**src/design/lls_pkg.sv**
```systemverilog
// Shared constants, config carriers and helpers for the LVDS lane block.
// Assumes one system clock acting as the serial bit clock; word rates are
// produced inside the block as one-cycle enable pulses.
package lls_pkg;

   // Word widths
   localparam logic [3:0] LLS_W_BYPASS = 4'h1;
   localparam logic [3:0] LLS_W_MAX    = 4'h8;

   // Static input delay step and its range
   localparam int unsigned LLS_DLY_STEP_PS = 25;
   localparam logic [5:0]  LLS_DLY_MAX     = 6'h3f;

   // Reset values
   localparam logic [7:0] LLS_WORD_RST = 8'h00;
   localparam logic       LLS_PAD_RST  = 1'b0;
   localparam logic [3:0] LLS_CNT_RST  = 4'h0;

   typedef logic [7:0] lls_word_t;

   typedef struct packed {
      logic       ref_clk_mode;   // 1: forwarded reference clock
      logic       ser_en;         // 0: plain output buffer
      logic [3:0] width;          // Serialization factor
      logic       clk_div2;       // Clock output at half word rate
   } lls_tx_cfg_s;

   typedef struct packed {
      logic       ser_en;         // 0: plain input buffer
      logic [3:0] width;          // Deserialization factor
      logic       alt_conn;       // Alternate PLL reference connection
      logic [5:0] delay;          // Static delay taps
   } lls_rx_cfg_s;

   // Working width: bypass or a width of 0 collapses to one, widths above eight clamp to eight
   function automatic logic [3:0] lls_eff_width(input logic en, input logic [3:0] w);
      logic [3:0] r;
      r = w;
      if (!en || w <= LLS_W_BYPASS)
         r = LLS_W_BYPASS;
      else if (w > LLS_W_MAX)
         r = LLS_W_MAX;
      return r;
   endfunction

   // Low bits kept for a given word width
   function automatic lls_word_t lls_width_mask(input logic [3:0] w);
      lls_word_t m;
      m = 8'hff >> (4'(LLS_W_MAX - w));
      return m;
   endfunction

endpackage

```
**src/design/lls_tx_ser.sv**
```systemverilog
// Transmit shifter: loads a word on the word strobe, then shifts MSB first.
// Assumes width_i already legal (1..8) and stable between strobes.
`timescale 1ns/100ps
module lls_tx_ser
   import lls_pkg::*;
(
   input  wire logic       clk_sys_i,
   input  wire logic       rst_i,
   input  wire logic       word_stb_i,
   input  wire logic [3:0] width_i,
   input  wire lls_word_t  word_i,
   output logic            ser_bit_o
);

   lls_word_t sh_q;

   ////////////////////////////////////////////////////////////////////////
   // Capture left-justified so the top bit always leaves first
   always_ff @(posedge clk_sys_i)
   begin
      if (rst_i)
         sh_q <= LLS_WORD_RST;
      else if (word_stb_i)
         sh_q <= lls_word_t'(word_i << (4'(LLS_W_MAX - width_i)));
      else
         sh_q <= {sh_q[6:0], 1'b0};
   end

   assign ser_bit_o = sh_q[7];
endmodule

```
**src/design/lls_rx_des.sv**
```systemverilog
// Receive shifter: collects bits and hands a masked word out on the strobe.
// Assumes bit_i is already synchronous to clk_sys_i.
`timescale 1ns/100ps
module lls_rx_des
   import lls_pkg::*;
(
   input  wire logic       clk_sys_i,
   input  wire logic       rst_i,
   input  wire logic       word_stb_i,
   input  wire logic [3:0] width_i,
   input  wire logic       bit_i,
   output lls_word_t       word_o
);

   lls_word_t sh_q;
   lls_word_t word_q;
   lls_word_t next_sh;

   assign next_sh = {sh_q[6:0], bit_i};

   ////////////////////////////////////////////////////////////////////////
   // Bit collection at bit rate
   always_ff @(posedge clk_sys_i)
   begin
      if (rst_i)
         sh_q <= LLS_WORD_RST;
      else
         sh_q <= next_sh;
   end

   // Word handed over only on the strobe, upper bits masked off
   always_ff @(posedge clk_sys_i)
   begin
      if (rst_i)
         word_q <= LLS_WORD_RST;
      else if (word_stb_i)
         word_q <= next_sh & lls_width_mask(width_i);
   end

   assign word_o = word_q;
endmodule

```
**src/design/lls_lane_top.sv**
```systemverilog
// LVDS lane: serializer, deserializer, bypass buffers, clock forwarding.
// Assumes clk_sys_i is the serial bit clock; core logic on the same clock
// uses the word strobe outputs as its word-rate enable. Pad inputs are
// asynchronous and are synchronised here.
`timescale 1ns/100ps
module lls_lane_top
   import lls_pkg::*;
(
   input  wire logic        clk_sys_i,
   input  wire logic        rst_i,
   // Transmit side
   input  wire lls_tx_cfg_s tx_cfg_i,
   input  wire lls_word_t   tx_data_i,
   input  wire logic        tx_oe_i,
   output logic            tx_word_stb_o,
   output logic            tx_pad_pos_o,
   output logic            tx_pad_neg_o,
   output logic            tx_pad_oe_o,
   // Receive side
   input  wire lls_rx_cfg_s rx_cfg_i,
   input  wire logic        rx_pad_pos_i,
   input  wire logic        rx_pad_neg_i,
   output logic            rx_word_stb_o,
   output lls_word_t       rx_data_o,
   output logic            rx_alternate_out_o,
   output logic [10:0]     rx_delay_ps_o
);

   ////////////////////////////////////////////////////////////////////////
   // Transmit word-rate divider

   logic [3:0] tx_w_d;
   logic [3:0] tx_w_q;
   logic [3:0] tx_cnt_q;
   logic       tx_stb;
   logic       tx_ser_data;
   logic       tx_ref_clk;
   logic       tx_bypass;

   // Each side has its own width and divider, so lanes never interact
   assign tx_w_d      = lls_eff_width(tx_cfg_i.ser_en, tx_cfg_i.width);
   assign tx_bypass   = (tx_w_q == LLS_W_BYPASS);
   assign tx_ref_clk  = tx_cfg_i.ref_clk_mode && !tx_bypass;
   assign tx_ser_data = !tx_cfg_i.ref_clk_mode && !tx_bypass;
   assign tx_stb      = (tx_cnt_q == 4'(tx_w_q - 4'h1));

   // Width registered so the divider never sees a mid-word glitch
   always_ff @(posedge clk_sys_i)
   begin
      if (rst_i)
         tx_w_q <= LLS_W_BYPASS;
      else
         tx_w_q <= tx_w_d;
   end

   // Word strobe every tx_w_q bit periods
   always_ff @(posedge clk_sys_i)
   begin
      if (rst_i || tx_stb || tx_w_d != tx_w_q)
         tx_cnt_q <= LLS_CNT_RST;
      else
         tx_cnt_q <= 4'(tx_cnt_q + 4'h1);
   end

   assign tx_word_stb_o = tx_stb;

   ////////////////////////////////////////////////////////////////////////
   // Transmit shifter and forwarded clock

   logic       tx_ser_bit;
   logic       tx_tog_q;
   logic [3:0] tx_half;
   logic       tx_clk_bit;

   lls_tx_ser u_tx_ser (
      .clk_sys_i  (clk_sys_i),
      .rst_i      (rst_i),
      .word_stb_i (tx_stb),
      .width_i    (tx_w_q),
      .word_i     (tx_data_i),
      .ser_bit_o  (tx_ser_bit)
   );

   // Per-word toggle for the divided forwarded clock
   always_ff @(posedge clk_sys_i)
   begin
      if (rst_i || !tx_ref_clk)
         tx_tog_q <= LLS_PAD_RST;
      else if (tx_stb)
         tx_tog_q <= !tx_tog_q;
   end

   // Odd widths give a high phase one bit longer than the low phase
   assign tx_half    = 4'((tx_w_q + 4'h1) >> 1);
   assign tx_clk_bit = tx_cfg_i.clk_div2 ? tx_tog_q : (tx_cnt_q < tx_half);

   ////////////////////////////////////////////////////////////////////////
   // Transmit pad drivers

   logic tx_pos_q;
   logic tx_neg_q;
   logic tx_oe_q;

   // Pad pair always complementary; source picked by mode
   always_ff @(posedge clk_sys_i)
   begin
      if (rst_i)
      begin
         tx_pos_q <= LLS_PAD_RST;
         tx_neg_q <= !LLS_PAD_RST;
      end
      else if (tx_ref_clk)
      begin
         tx_pos_q <= tx_clk_bit;
         tx_neg_q <= !tx_clk_bit;
      end
      else if (tx_ser_data)
      begin
         tx_pos_q <= tx_ser_bit;
         tx_neg_q <= !tx_ser_bit;
      end
      else
      begin
         tx_pos_q <= tx_data_i[0];
         tx_neg_q <= !tx_data_i[0];
      end
   end

   // Enable input only honoured as a plain buffer; serial modes always drive
   always_ff @(posedge clk_sys_i)
   begin
      if (rst_i)
         tx_oe_q <= 1'b0;
      else
         tx_oe_q <= tx_bypass ? tx_oe_i : 1'b1;
   end

   assign tx_pad_pos_o = tx_pos_q;
   assign tx_pad_neg_o = tx_neg_q;
   assign tx_pad_oe_o  = tx_oe_q;

   ////////////////////////////////////////////////////////////////////////
   // Receive pad synchroniser and differential decision

   logic rx_pos_m_q;
   logic rx_pos_s_q;
   logic rx_neg_m_q;
   logic rx_neg_s_q;
   logic rx_bit_q;

   // Two stages; only the second stage feeds logic
   always_ff @(posedge clk_sys_i)
   begin
      if (rst_i)
      begin
         rx_pos_m_q <= LLS_PAD_RST;
         rx_pos_s_q <= LLS_PAD_RST;
         rx_neg_m_q <= LLS_PAD_RST;
         rx_neg_s_q <= LLS_PAD_RST;
      end
      else
      begin
         rx_pos_m_q <= rx_pad_pos_i;
         rx_pos_s_q <= rx_pos_m_q;
         rx_neg_m_q <= rx_pad_neg_i;
         rx_neg_s_q <= rx_neg_m_q;
      end
   end

   // Equal legs mean no valid differential level: hold the last bit
   always_ff @(posedge clk_sys_i)
   begin
      if (rst_i)
         rx_bit_q <= LLS_PAD_RST;
      else if (rx_pos_s_q != rx_neg_s_q)
         rx_bit_q <= rx_pos_s_q;
   end

   ////////////////////////////////////////////////////////////////////////
   // Receive word-rate divider

   logic [3:0] rx_w_d;
   logic [3:0] rx_w_q;
   logic [3:0] rx_cnt_q;
   logic       rx_stb;
   logic       rx_bypass;
   logic       rx_alt_act;

   assign rx_w_d     = lls_eff_width(rx_cfg_i.ser_en, rx_cfg_i.width);
   assign rx_bypass  = (rx_w_q == LLS_W_BYPASS);
   assign rx_alt_act = rx_bypass && rx_cfg_i.alt_conn;
   assign rx_stb     = (rx_cnt_q == 4'(rx_w_q - 4'h1));

   always_ff @(posedge clk_sys_i)
   begin
      if (rst_i)
         rx_w_q <= LLS_W_BYPASS;
      else
         rx_w_q <= rx_w_d;
   end

   always_ff @(posedge clk_sys_i)
   begin
      if (rst_i || rx_stb || rx_w_d != rx_w_q)
         rx_cnt_q <= LLS_CNT_RST;
      else
         rx_cnt_q <= 4'(rx_cnt_q + 4'h1);
   end

   assign rx_word_stb_o = rx_stb;

   ////////////////////////////////////////////////////////////////////////
   // Receive deserializer and outputs

   lls_word_t rx_des_word;
   lls_word_t rx_data_q;
   logic      rx_alt_q;
   logic [10:0] rx_dly_q;

   lls_rx_des u_rx_des (
      .clk_sys_i  (clk_sys_i),
      .rst_i      (rst_i),
      .word_stb_i (rx_stb),
      .width_i    (rx_w_q),
      .bit_i      (rx_bit_q),
      .word_o     (rx_des_word)
   );

   // Width one strobes every bit, so bypass passes the pad level through; with the alternate connection the word is held at zero
   always_ff @(posedge clk_sys_i)
   begin
      if (rst_i || rx_alt_act)
         rx_data_q <= LLS_WORD_RST;
      else
         rx_data_q <= rx_des_word;
   end

   // Alternate path feeds a PLL reference; dead in every other mode
   always_ff @(posedge clk_sys_i)
   begin
      if (rst_i || !rx_alt_act)
         rx_alt_q <= LLS_PAD_RST;
      else
         rx_alt_q <= rx_bit_q;
   end

   // Sub-cycle delay cannot be realised at this clock; reported in ps only
   always_ff @(posedge clk_sys_i)
   begin
      if (rst_i)
         rx_dly_q <= 11'h000;
      else
         rx_dly_q <= 11'(rx_cfg_i.delay * LLS_DLY_STEP_PS);
   end

   assign rx_data_o          = rx_data_q;
   assign rx_alternate_out_o = rx_alt_q;
   assign rx_delay_ps_o      = rx_dly_q;

   logic       tx_first_bit;
   logic [3:0] tx_gap_q;
   logic       tx_gap_ok_q;

   assign tx_first_bit = tx_data_i[3'(tx_w_q - 4'h1)];

   // Gap since the last strobe, forgotten when the width changes
   always_ff @(posedge clk_sys_i)
   begin
      if (rst_i || tx_w_d != tx_w_q)
      begin
         tx_gap_q    <= LLS_CNT_RST;
         tx_gap_ok_q <= 1'b0;
      end
      else if (tx_stb)
      begin
         tx_gap_q    <= LLS_CNT_RST;
         tx_gap_ok_q <= 1'b1;
      end
      else
         tx_gap_q <= 4'(tx_gap_q + 4'h1);
   end
endmodule

```
**config.mk**
```make
export PLATFORM = sky130hd
export DESIGN_NAME = lls_lane_top
export DESIGN_NICKNAME = d
export VERILOG_FILES = /design/src/design/lls_pkg.sv /design/src/design/lls_tx_ser.sv /design/src/design/lls_rx_des.sv /design/src/design/lls_lane_top.sv
export SDC_FILE = /design/constraint.sdc
export NUM_CORES = 1
export LEC_CHECK = 0
export ABC_CLOCK_PERIOD_IN_PS = 2900
export BUFFER_PORTS_ARGS = -buffer_cell sky130_fd_sc_hd__buf_2
export CAP_MARGIN = 20
export CORE_MARGIN = 2
export CORE_UTILIZATION = 34
export DETAILED_ROUTE_END_ITERATION = 8
export SYNTH_ARGS = -nofsm -noshare
export SYNTH_HDL_FRONTEND = slang
export SYNTH_SLANG_ARGS = --single-unit
```
**constraint.sdc**
```tcl
create_clock -name clk_sys_i -period 2.9 [get_ports clk_sys_i]
set_input_delay 0.58 -clock clk_sys_i [delete_from_list [all_inputs] [get_ports clk_sys_i]]
set_output_delay 0.58 -clock clk_sys_i [all_outputs]
set_load 0.05 [all_outputs]
```
# == Word-level counts from Yosys, hierarchy flattened ==
# Cells that the tools add are included.
# classes
addsub,7
mul,1
order_cmp,5
eq_ne,7
n_shift,2
mux,11
bitwise_logic,2
n_reduce_logical,23
# op_table
operator,n
4-bit two-way mux,4
4-bit by 1-bit adder with 4-bit output (second input constant),3
6-bit by 5-bit multiplier with 11-bit output (second input constant),1
1-bit logical NOT,10
1-bit logical OR,9
8-bit AND,1
4-bit by 1-bit equality test with 1-bit output (second input constant),2
4-bit equality test,2
4-bit > comparator (second input constant),2
4-bit by 1-bit <= comparator with 1-bit output (second input constant),2
8-bit two-way mux,1
4-bit != test,2
8-bit by 4-bit << shifter with 8-bit output,1
8-bit by 4-bit >> shifter with 8-bit output (first input constant),1
4-bit by 1-bit subtractor with 4-bit output (second input constant),2
4-bit subtractor (first input constant),2
1-bit two-way mux,6
4-bit by 3-bit less-than comparator with 1-bit output,1
1-bit logical AND,3
2-bit OR reduction,1
1-bit != test,1
1-bit NOT,1
# totals
ff_bits,68
inputBits,32
output_inout_bits,25
elab_cells,78

# == Longest topological paths before layout ==
# Gate-level depths: netlist of the first run.
# logic_depth
ltp_word,5
depth_mapped,10
ltp_nobuf,10

# == Modules after synthesis ==
# A second synthesis of the first run with hierarchy kept.
# hier_totals
hier_cells,362
area_unflattened_um2,3572.2
# modules_own_cells
module,n_inst,cells_per_inst,area_each_um2,seq_area_each_um2
lls_lane_top,1,231,2338.5,900.9
lls_rx_des,1,67,641.9,300.3
lls_tx_ser,1,64,591.8,160.2

# == Worst setup path after synthesis of the first run ==
# Ideal clock, no wire load.
# synth_path
path_type,reg-to-output
start,reg tx_w_q[0]
end,out tx_word_stb_o
t_arrival_ps,2211
t_required_ps,2320
setup_slack_ps,109
stages_incl_launch_ff,9
path_buffers,3
cell_sequence,dfxtp_1 > buf_4 > clkbuf_1 > inv_1 > ha_1 > buf_2 > xnor2_1 > nor2_1 > and3_1
# synth_between
elab_chain_len,2
# synth_rtl
item,line_no,rtl
"start, declared",lls_lane_top.sv:33,logic [3:0] tx_w_q;
"start signal, assigned",lls_lane_top.sv:53,tx_w_q <= tx_w_d;
4-bit by 1-bit subtractor with 4-bit output,n/a,
4-bit equality test,lls_lane_top.sv:45,assign tx_stb = (tx_cnt_q == 4'(tx_w_q - 4'h1));
"end, declared",lls_lane_top.sv:15,"output logic tx_word_stb_o,"
# Every way passes these cells.

# == Final worst setup path of the first run ==
# layout_path
start,reg tx_w_q[1]
end,out tx_word_stb_o
# The elaborated chain is that of the path after synthesis.

==> results.ini, run 1 <==
[critical_path]
crit_path_cell_trace = inv_1 > ha_1 > xnor2_1 > nor2_1 > and3_1 > buf_2
critPathKind = reg2out
reg2reg_setup_slack_ps = 500
crit_fanout = 4
cp-end-kind = primary output
cp.required_ps = 2320
start_kind = flip-flop
slowest_delay_ps = 390
critical-path-slowest-cell = dfxtp_1
cp.arrival_ps = 2140

[place]
pre_cts_ws_ps = 71.2
place_area_sq_mm = 0.00388
place_inst = 537
dp.final_hpwl_mm = 5.27
io_buffers = 56
gp_congestion = 0.755

[synthesis]
synth_warnings = 0
syn-num-nets = 422
synth_ff_type = dfxtp_1
yosys.area.top_type_share = 0.395
synth-edff-count = 0
ys_seq_area_frac = 0.395
yosysUniqueCellTypes = 57
syn_area_sq_mm = 0.00344
synth_commonest_cells = dfxtp_1, ha_1, inv_1, nand2_1, nor2_1
synthMostInstantiatedCell = dfxtp_1
synth_top_area_cell = dfxtp_1
ys_top_cells_by_area = dfxtp_1, ha_1, xnor2_1, nor2b_1, inv_1
synth-async-reset-ratio = 0
yosys_register_bits = 68
postSynthCellCount = 354
synth_area_per_cell_sq_um = 9.72

[global_route]
grtUsageMet3 = 0.0393
grt.met1_usage = 0.168
grt_max_degree = 20
grt.busiest_layer = met2
gr-usage-all-layers = 0.134
overflow = 0
grt_pass1_wl_mm = 11.9
antenna_found_initial = 0
grt_pass1_vias = 2605
grt_use_met2 = 0.217

[floorplanning]
dieHeight_microns = 105
ioPinCount = 57
initial_core_util = 0.351
core_area_sq_mm = 0.00982
die_x_microns = 105
rows = 36
die-area_sq_mm = 0.0109

[clock_tree]
hold_buffers = 0
post-cts-setup-buffers = 0
cts_root_buf = clkbuf_8
clockBufferDepth = 2
cts_sinks = 68
cts_made_buffers = 9
htree_levels = 3
clk_latency_ps = 340
cts_tree = yes
path_clk_slew_ps = 80

[drt]
wl_per_cell_microns = 12.4
dr.pass1.iters = 4
viasPerCell = 4.67
dr_total_vias = 2582
drc = 0
finalWirelength_mm = 6.86
ant_nets = 0
drt-initial-drc-count = 74

[outcome]
status = completed

[power_and_ir_drop]
power_switching_uw = 708
internal-power_uw = 1600
switching_share = 0.307
clock_power_share = 0.352
leakage_uw = 0.00182
max-vdd-ir-drop_uv = 246
powerDensity_mw_per_mm2 = 564
power.share.sequential = 0.432
share_comb_of_total_power = 0.215

[sta]
hold_viol_final = 0
fmax_ghz = 0.368
worst_slack_ps = 185
tns_ps = 0
final-max-slew-violation-count = 0
setup_viol = 0
relSlewSlack = 0.619
worst_pin_slew_ps = 569
clock_skew_ps = 6.61
rsz0062_at_grt = no
period_needed_ps = 2720
finalCritPeriodShare = 0.936

[final_layout]
num_antenna_cells = 0
area_growth_pct = 19.0
drive_gt1_frac = 0.229
final_area_sq_mm = 0.00410
multiInputGateArea_sq_mm = 0.00192
layout.cells.non_filler = 553
nets = 483
final_util = 0.417
nFillCells = 1010
register_area_sq_mm = 0.00136

[hold_path]
hp-class = reg2reg

[flow_run]
cap_violations = 0

[worst paths after layout]
path                                           to                        start  cells after the start
hold reg to reg       u_rx_des.sh_q[6]$_SDFF_PP0_  u_rx_des.sh_q[5]$_SDFF_PP0_                      2
hold / removal        u_rx_des.sh_q[6]$_SDFF_PP0_  u_rx_des.sh_q[5]$_SDFF_PP0_                      2
setup / recovery                    tx_word_stb_o         tx_w_q[1]$_SDFF_PP0_                      6
setup reg to reg  u_rx_des.word_o[5]$_SDFFE_PP0P_         rx_w_q[1]$_SDFF_PP0_                     10
[final cells by class]
type                    instances  area share
multi-input cells             247       0.469
clock buffers                  11      0.0369
well taps                     133      0.0406
flip-flops and latches         68       0.333
repair buffers                 63      0.0818
clock inverters                 5      0.0147
inverters                      26      0.0238
[placed cells by master, fill, tap and decap left out, drive strengths merged, types with 4 or more instances in the layout]
cell type and instances:
a31oi 4, and3 7, clkinv 4, dfxtp 68, nor3 8, ha 35, o21ai 16, a21oi 13
clkbuf 11, inv 25, nor2 21, xnor2 17, nand3 9, nor2b 17, nand2 22, mux2i 8
and2 9, buf 63, xor2 7
[timing repair]
action                                  in CTS  in global routing
endpoints found under the setup margin       1                  1
pin swaps                                    0                  1
endpoints found under the hold margin        0                  0
gates resized for setup                      1                  2
[layer usage]
layer  vias to the layer above  wire length [microns]
met5                         -                      0
met4                         0                    102
met3                         8                    321
met2                        46                   3100
met1                      1186                   3340
li1                       1342                      -
[worst max-delay path, delay by kind of cell (launching register included)]
family | cells | cell delay, ps
xor+xnor | 1 | 130
simple gates | 2 | 590
flops | 1 | 390
fa+ha+maj | 1 | 310
buf+inv | 2 | 380
[power by group through the flow]
stage,clock network [uW],logic [uW],registers (uW)
floorplan,0,274,1110
global placement,0,492,1020
detailed placement,0,500,1020
CTS,839,505,999
global route,887,552,1000
finish,814,498,999
[through the flow]
| step | total power, uW | hold WS (ps) |
|---|---|---|
| after global routing | 2440 | 444 |
| after floorplan | 1380 | 401 |
| after global placement | 1510 | 414 |
| after CTS | 2340 | 432 |
| after detailed placement | 1520 | 419 |
| final | 2310 | 432 |
[cell families after synthesis]
group                    count (synthesis)  share of synthesized area
AND/OR/NAND/NOR                        121                      0.205
flip-flops                              68                      0.395
AO/OA/AOI/OAI                           53                      0.103
buffers and inverters                   39                     0.0458
adder cells (fa/ha/maj)                 36                      0.133
XOR/XNOR                                25                     0.0752
multiplexers                            12                     0.0429
[flip-flops by register name, summed over array words and instances, names as in the netlist]
signal              cells
rx_alternate_out_o      1
rx_bit_q                1
rx_cnt_q                4
rx_data_o               8
rx_delay_ps_o          11
rx_neg_m_q              1
rx_neg_s_q              1
rx_pos_m_q              1
rx_pos_s_q              1
rx_w_q                  4
tx_cnt_q                4
tx_pad_neg_o            1
tx_pad_oe_o             1
tx_pad_pos_o            1
tx_tog_q                1
tx_w_q                  4
u_rx_des.sh_q           7
u_rx_des.word_o         8
u_tx_ser.sh_q           8
No activity file was read; power rests on OpenSTA's default activity.
==> run 2: changes to the inputs <==
- GPL_ROUTABILITY_DRIVEN: default -> 0
- RECOVER_POWER: default -> 25
==> run 2 against run 1 <==
Compared with the run above:
- worst setup slack hardly changed
- clock power hardly changed
- clock skew is 1.2 ps higher
- via count is 0.12% higher
- design area is 0.21% lower
- count of clock-buffer cells in the layout stayed put
- die area stayed put
- total power is 0.17% lower
- largest cell class unchanged
- highest routed layer unchanged
==> results.ini, run 2 (synthesis gave the netlist of run 1 again) <==
[clock_tree]
cts_tree = yes
post-cts-setup-buffers = 0
cts_made_buffers = 9
cts_sinks = 68
path_clk_slew_ps = 80
clk_latency_ps = 340
cts_root_buf = clkbuf_8
htree_levels = 3
clockBufferDepth = 2

[hold_path]
whs_path_depth = 2
hold_end = u_rx_des.sh_q[6]$_SDFF_PP0_
hp-start = u_rx_des.sh_q[5]$_SDFF_PP0_
hp-class = reg2reg

[final_layout]
nFillCells = 1011
final_common_cell = dfxtp_1
area_growth_pct = 18.8
num_antenna_cells = 0
drive_gt1_frac = 0.221
nets = 483
mostFrequentLayoutCells = dfxtp_1, buf_2, ha_1, inv_1, nand2_1
largest_reg_flops = 11

[power_and_ir_drop]
powerDensity_mw_per_mm2 = 564
leakage_uw = 0.00181
max-vdd-ir-drop_uv = 246

[floorplanning]
dieHeight_microns = 105
ioPinCount = 57
core_area_sq_mm = 0.00982
rows = 36
initial_core_util = 0.351
die_x_microns = 105
die-area_sq_mm = 0.0109

[critical_path]
critPathKind = reg2out
timing.rr.start = rx_w_q[1]$_SDFF_PP0_
crit_fanout = 4
r2r-end = u_rx_des.word_o[5]$_SDFFE_PP0P_
cp-end-kind = primary output
reg2regPathDepth = 10
cp.required_ps = 2320
cp.arrival_ps = 2140
reg2reg_setup_slack_ps = 490
start_kind = flip-flop
critPathLaunch = tx_w_q[1]$_SDFF_PP0_

[sta]
fmax_ghz = 0.368
worst_pin_slew_ps = 1090
hold_viol_final = 0
finalCritPeriodShare = 0.936
relSlewSlack = 0.276
clock_skew_ps = 7.78
tns_ps = 0
worst_slack_ps = 184
rsz0062_at_grt = no
setup_viol = 0
period_needed_ps = 2720
final-max-slew-violation-count = 0

[drt]
dr.pass1.iters = 4
viasPerCell = 4.67
dr_total_vias = 2585
drc = 0
wl_met1_mm = 3.33
top_layer_used = met4
dr_wl_met3_microns = 326
wl_per_cell_microns = 12.4
dr_wl_met2_mm = 3.10
drt-initial-drc-count = 75
ant_nets = 0
finalWirelength_mm = 6.86

[global_route]
gr-usage-all-layers = 0.134
grt_max_degree = 20
grt_pass1_vias = 2605
overflow = 0
antenna_found_initial = 0
grt_pass1_wl_mm = 11.9

[place]
dp.final_hpwl_mm = 5.27
pre_cts_ws_ps = 71.2
io_buffers = 56

[outcome]
status = completed

[flow_run]
cap_violations = 0

-- run 2: changes by cell type in the layout (fill, tap and decap cells not counted), sizes merged --
| cell | previous run | this run |
|---|---|---|
| buf | 63 | 60 |
| clkbuf | 11 | 14 |
-- run 2: how the worst max path moves through the flow --
| stage | to | slack [ps] |
|---|---|---|
| global route | rx_word_stb_o | 20 |
| floorplan | tx_word_stb_o | 110 |
| CTS | rx_word_stb_o | 40 |
| detailed placement | rx_delay_ps_o[10]$_SDFF_PP0_ | 70 |
| global placement | rx_delay_ps_o[10]$_SDFF_PP0_ | 140 |
| finish | tx_word_stb_o | 180 |
-- run 2: what timing repair did --
action                                  in CTS  in global routing
pin swaps                                    0                  1
endpoints found under the setup margin       1                  1
resized for setup                            1                  2
endpoints found under the hold margin        0                  0
hold buffers                                 0                  0
-- run 2: metrics by stage --
step,hold slack [ps],total power [uW],util,instance area [sq um],cells
after floorplan,401,1380,-,3440,354
after global placement,414,1510,0.395,3880,537
after detailed placement,419,1520,0.395,3880,537
after CTS,432,2340,0.417,4100,553
after global routing,444,2440,0.416,4090,553
final,429,2310,0.416,4090,553
-- run 2: cell type report --
type	count	area, sq um	share of cell area
Sequential cell	68	1360	0.334
Timing Repair Buffer	63	327	0.0799
Multi-Input combinational cell	247	1920	0.470
Tap cell	133	166	0.0407
Clock inverter	5	60.1	0.0147
Clock buffer	11	151	0.0370
Inverter	26	97.6	0.0239
-- run 2: critical path: stages (launching register included) --
cell and delay, ps:
dfxtp_1 390, inv_1 100, ha_1 310, xnor2_1 130
nor2_1 310, and3_1 280, buf_2 280
-- run 2: metal layers --
metal / GRT usage / vias to the layer above
met2: 0.217 / 50
met1: 0.168 / 1186
met4: 0.0514 / 0
li1: - / 1341
met3: 0.0393 / 8
met5: 0 / -
-- run 2: power by group --
group          switching [uW]  total (uW)  internal, uW
clock                     366         811           446
sequential               21.6         999           977
combinational             318         496           178
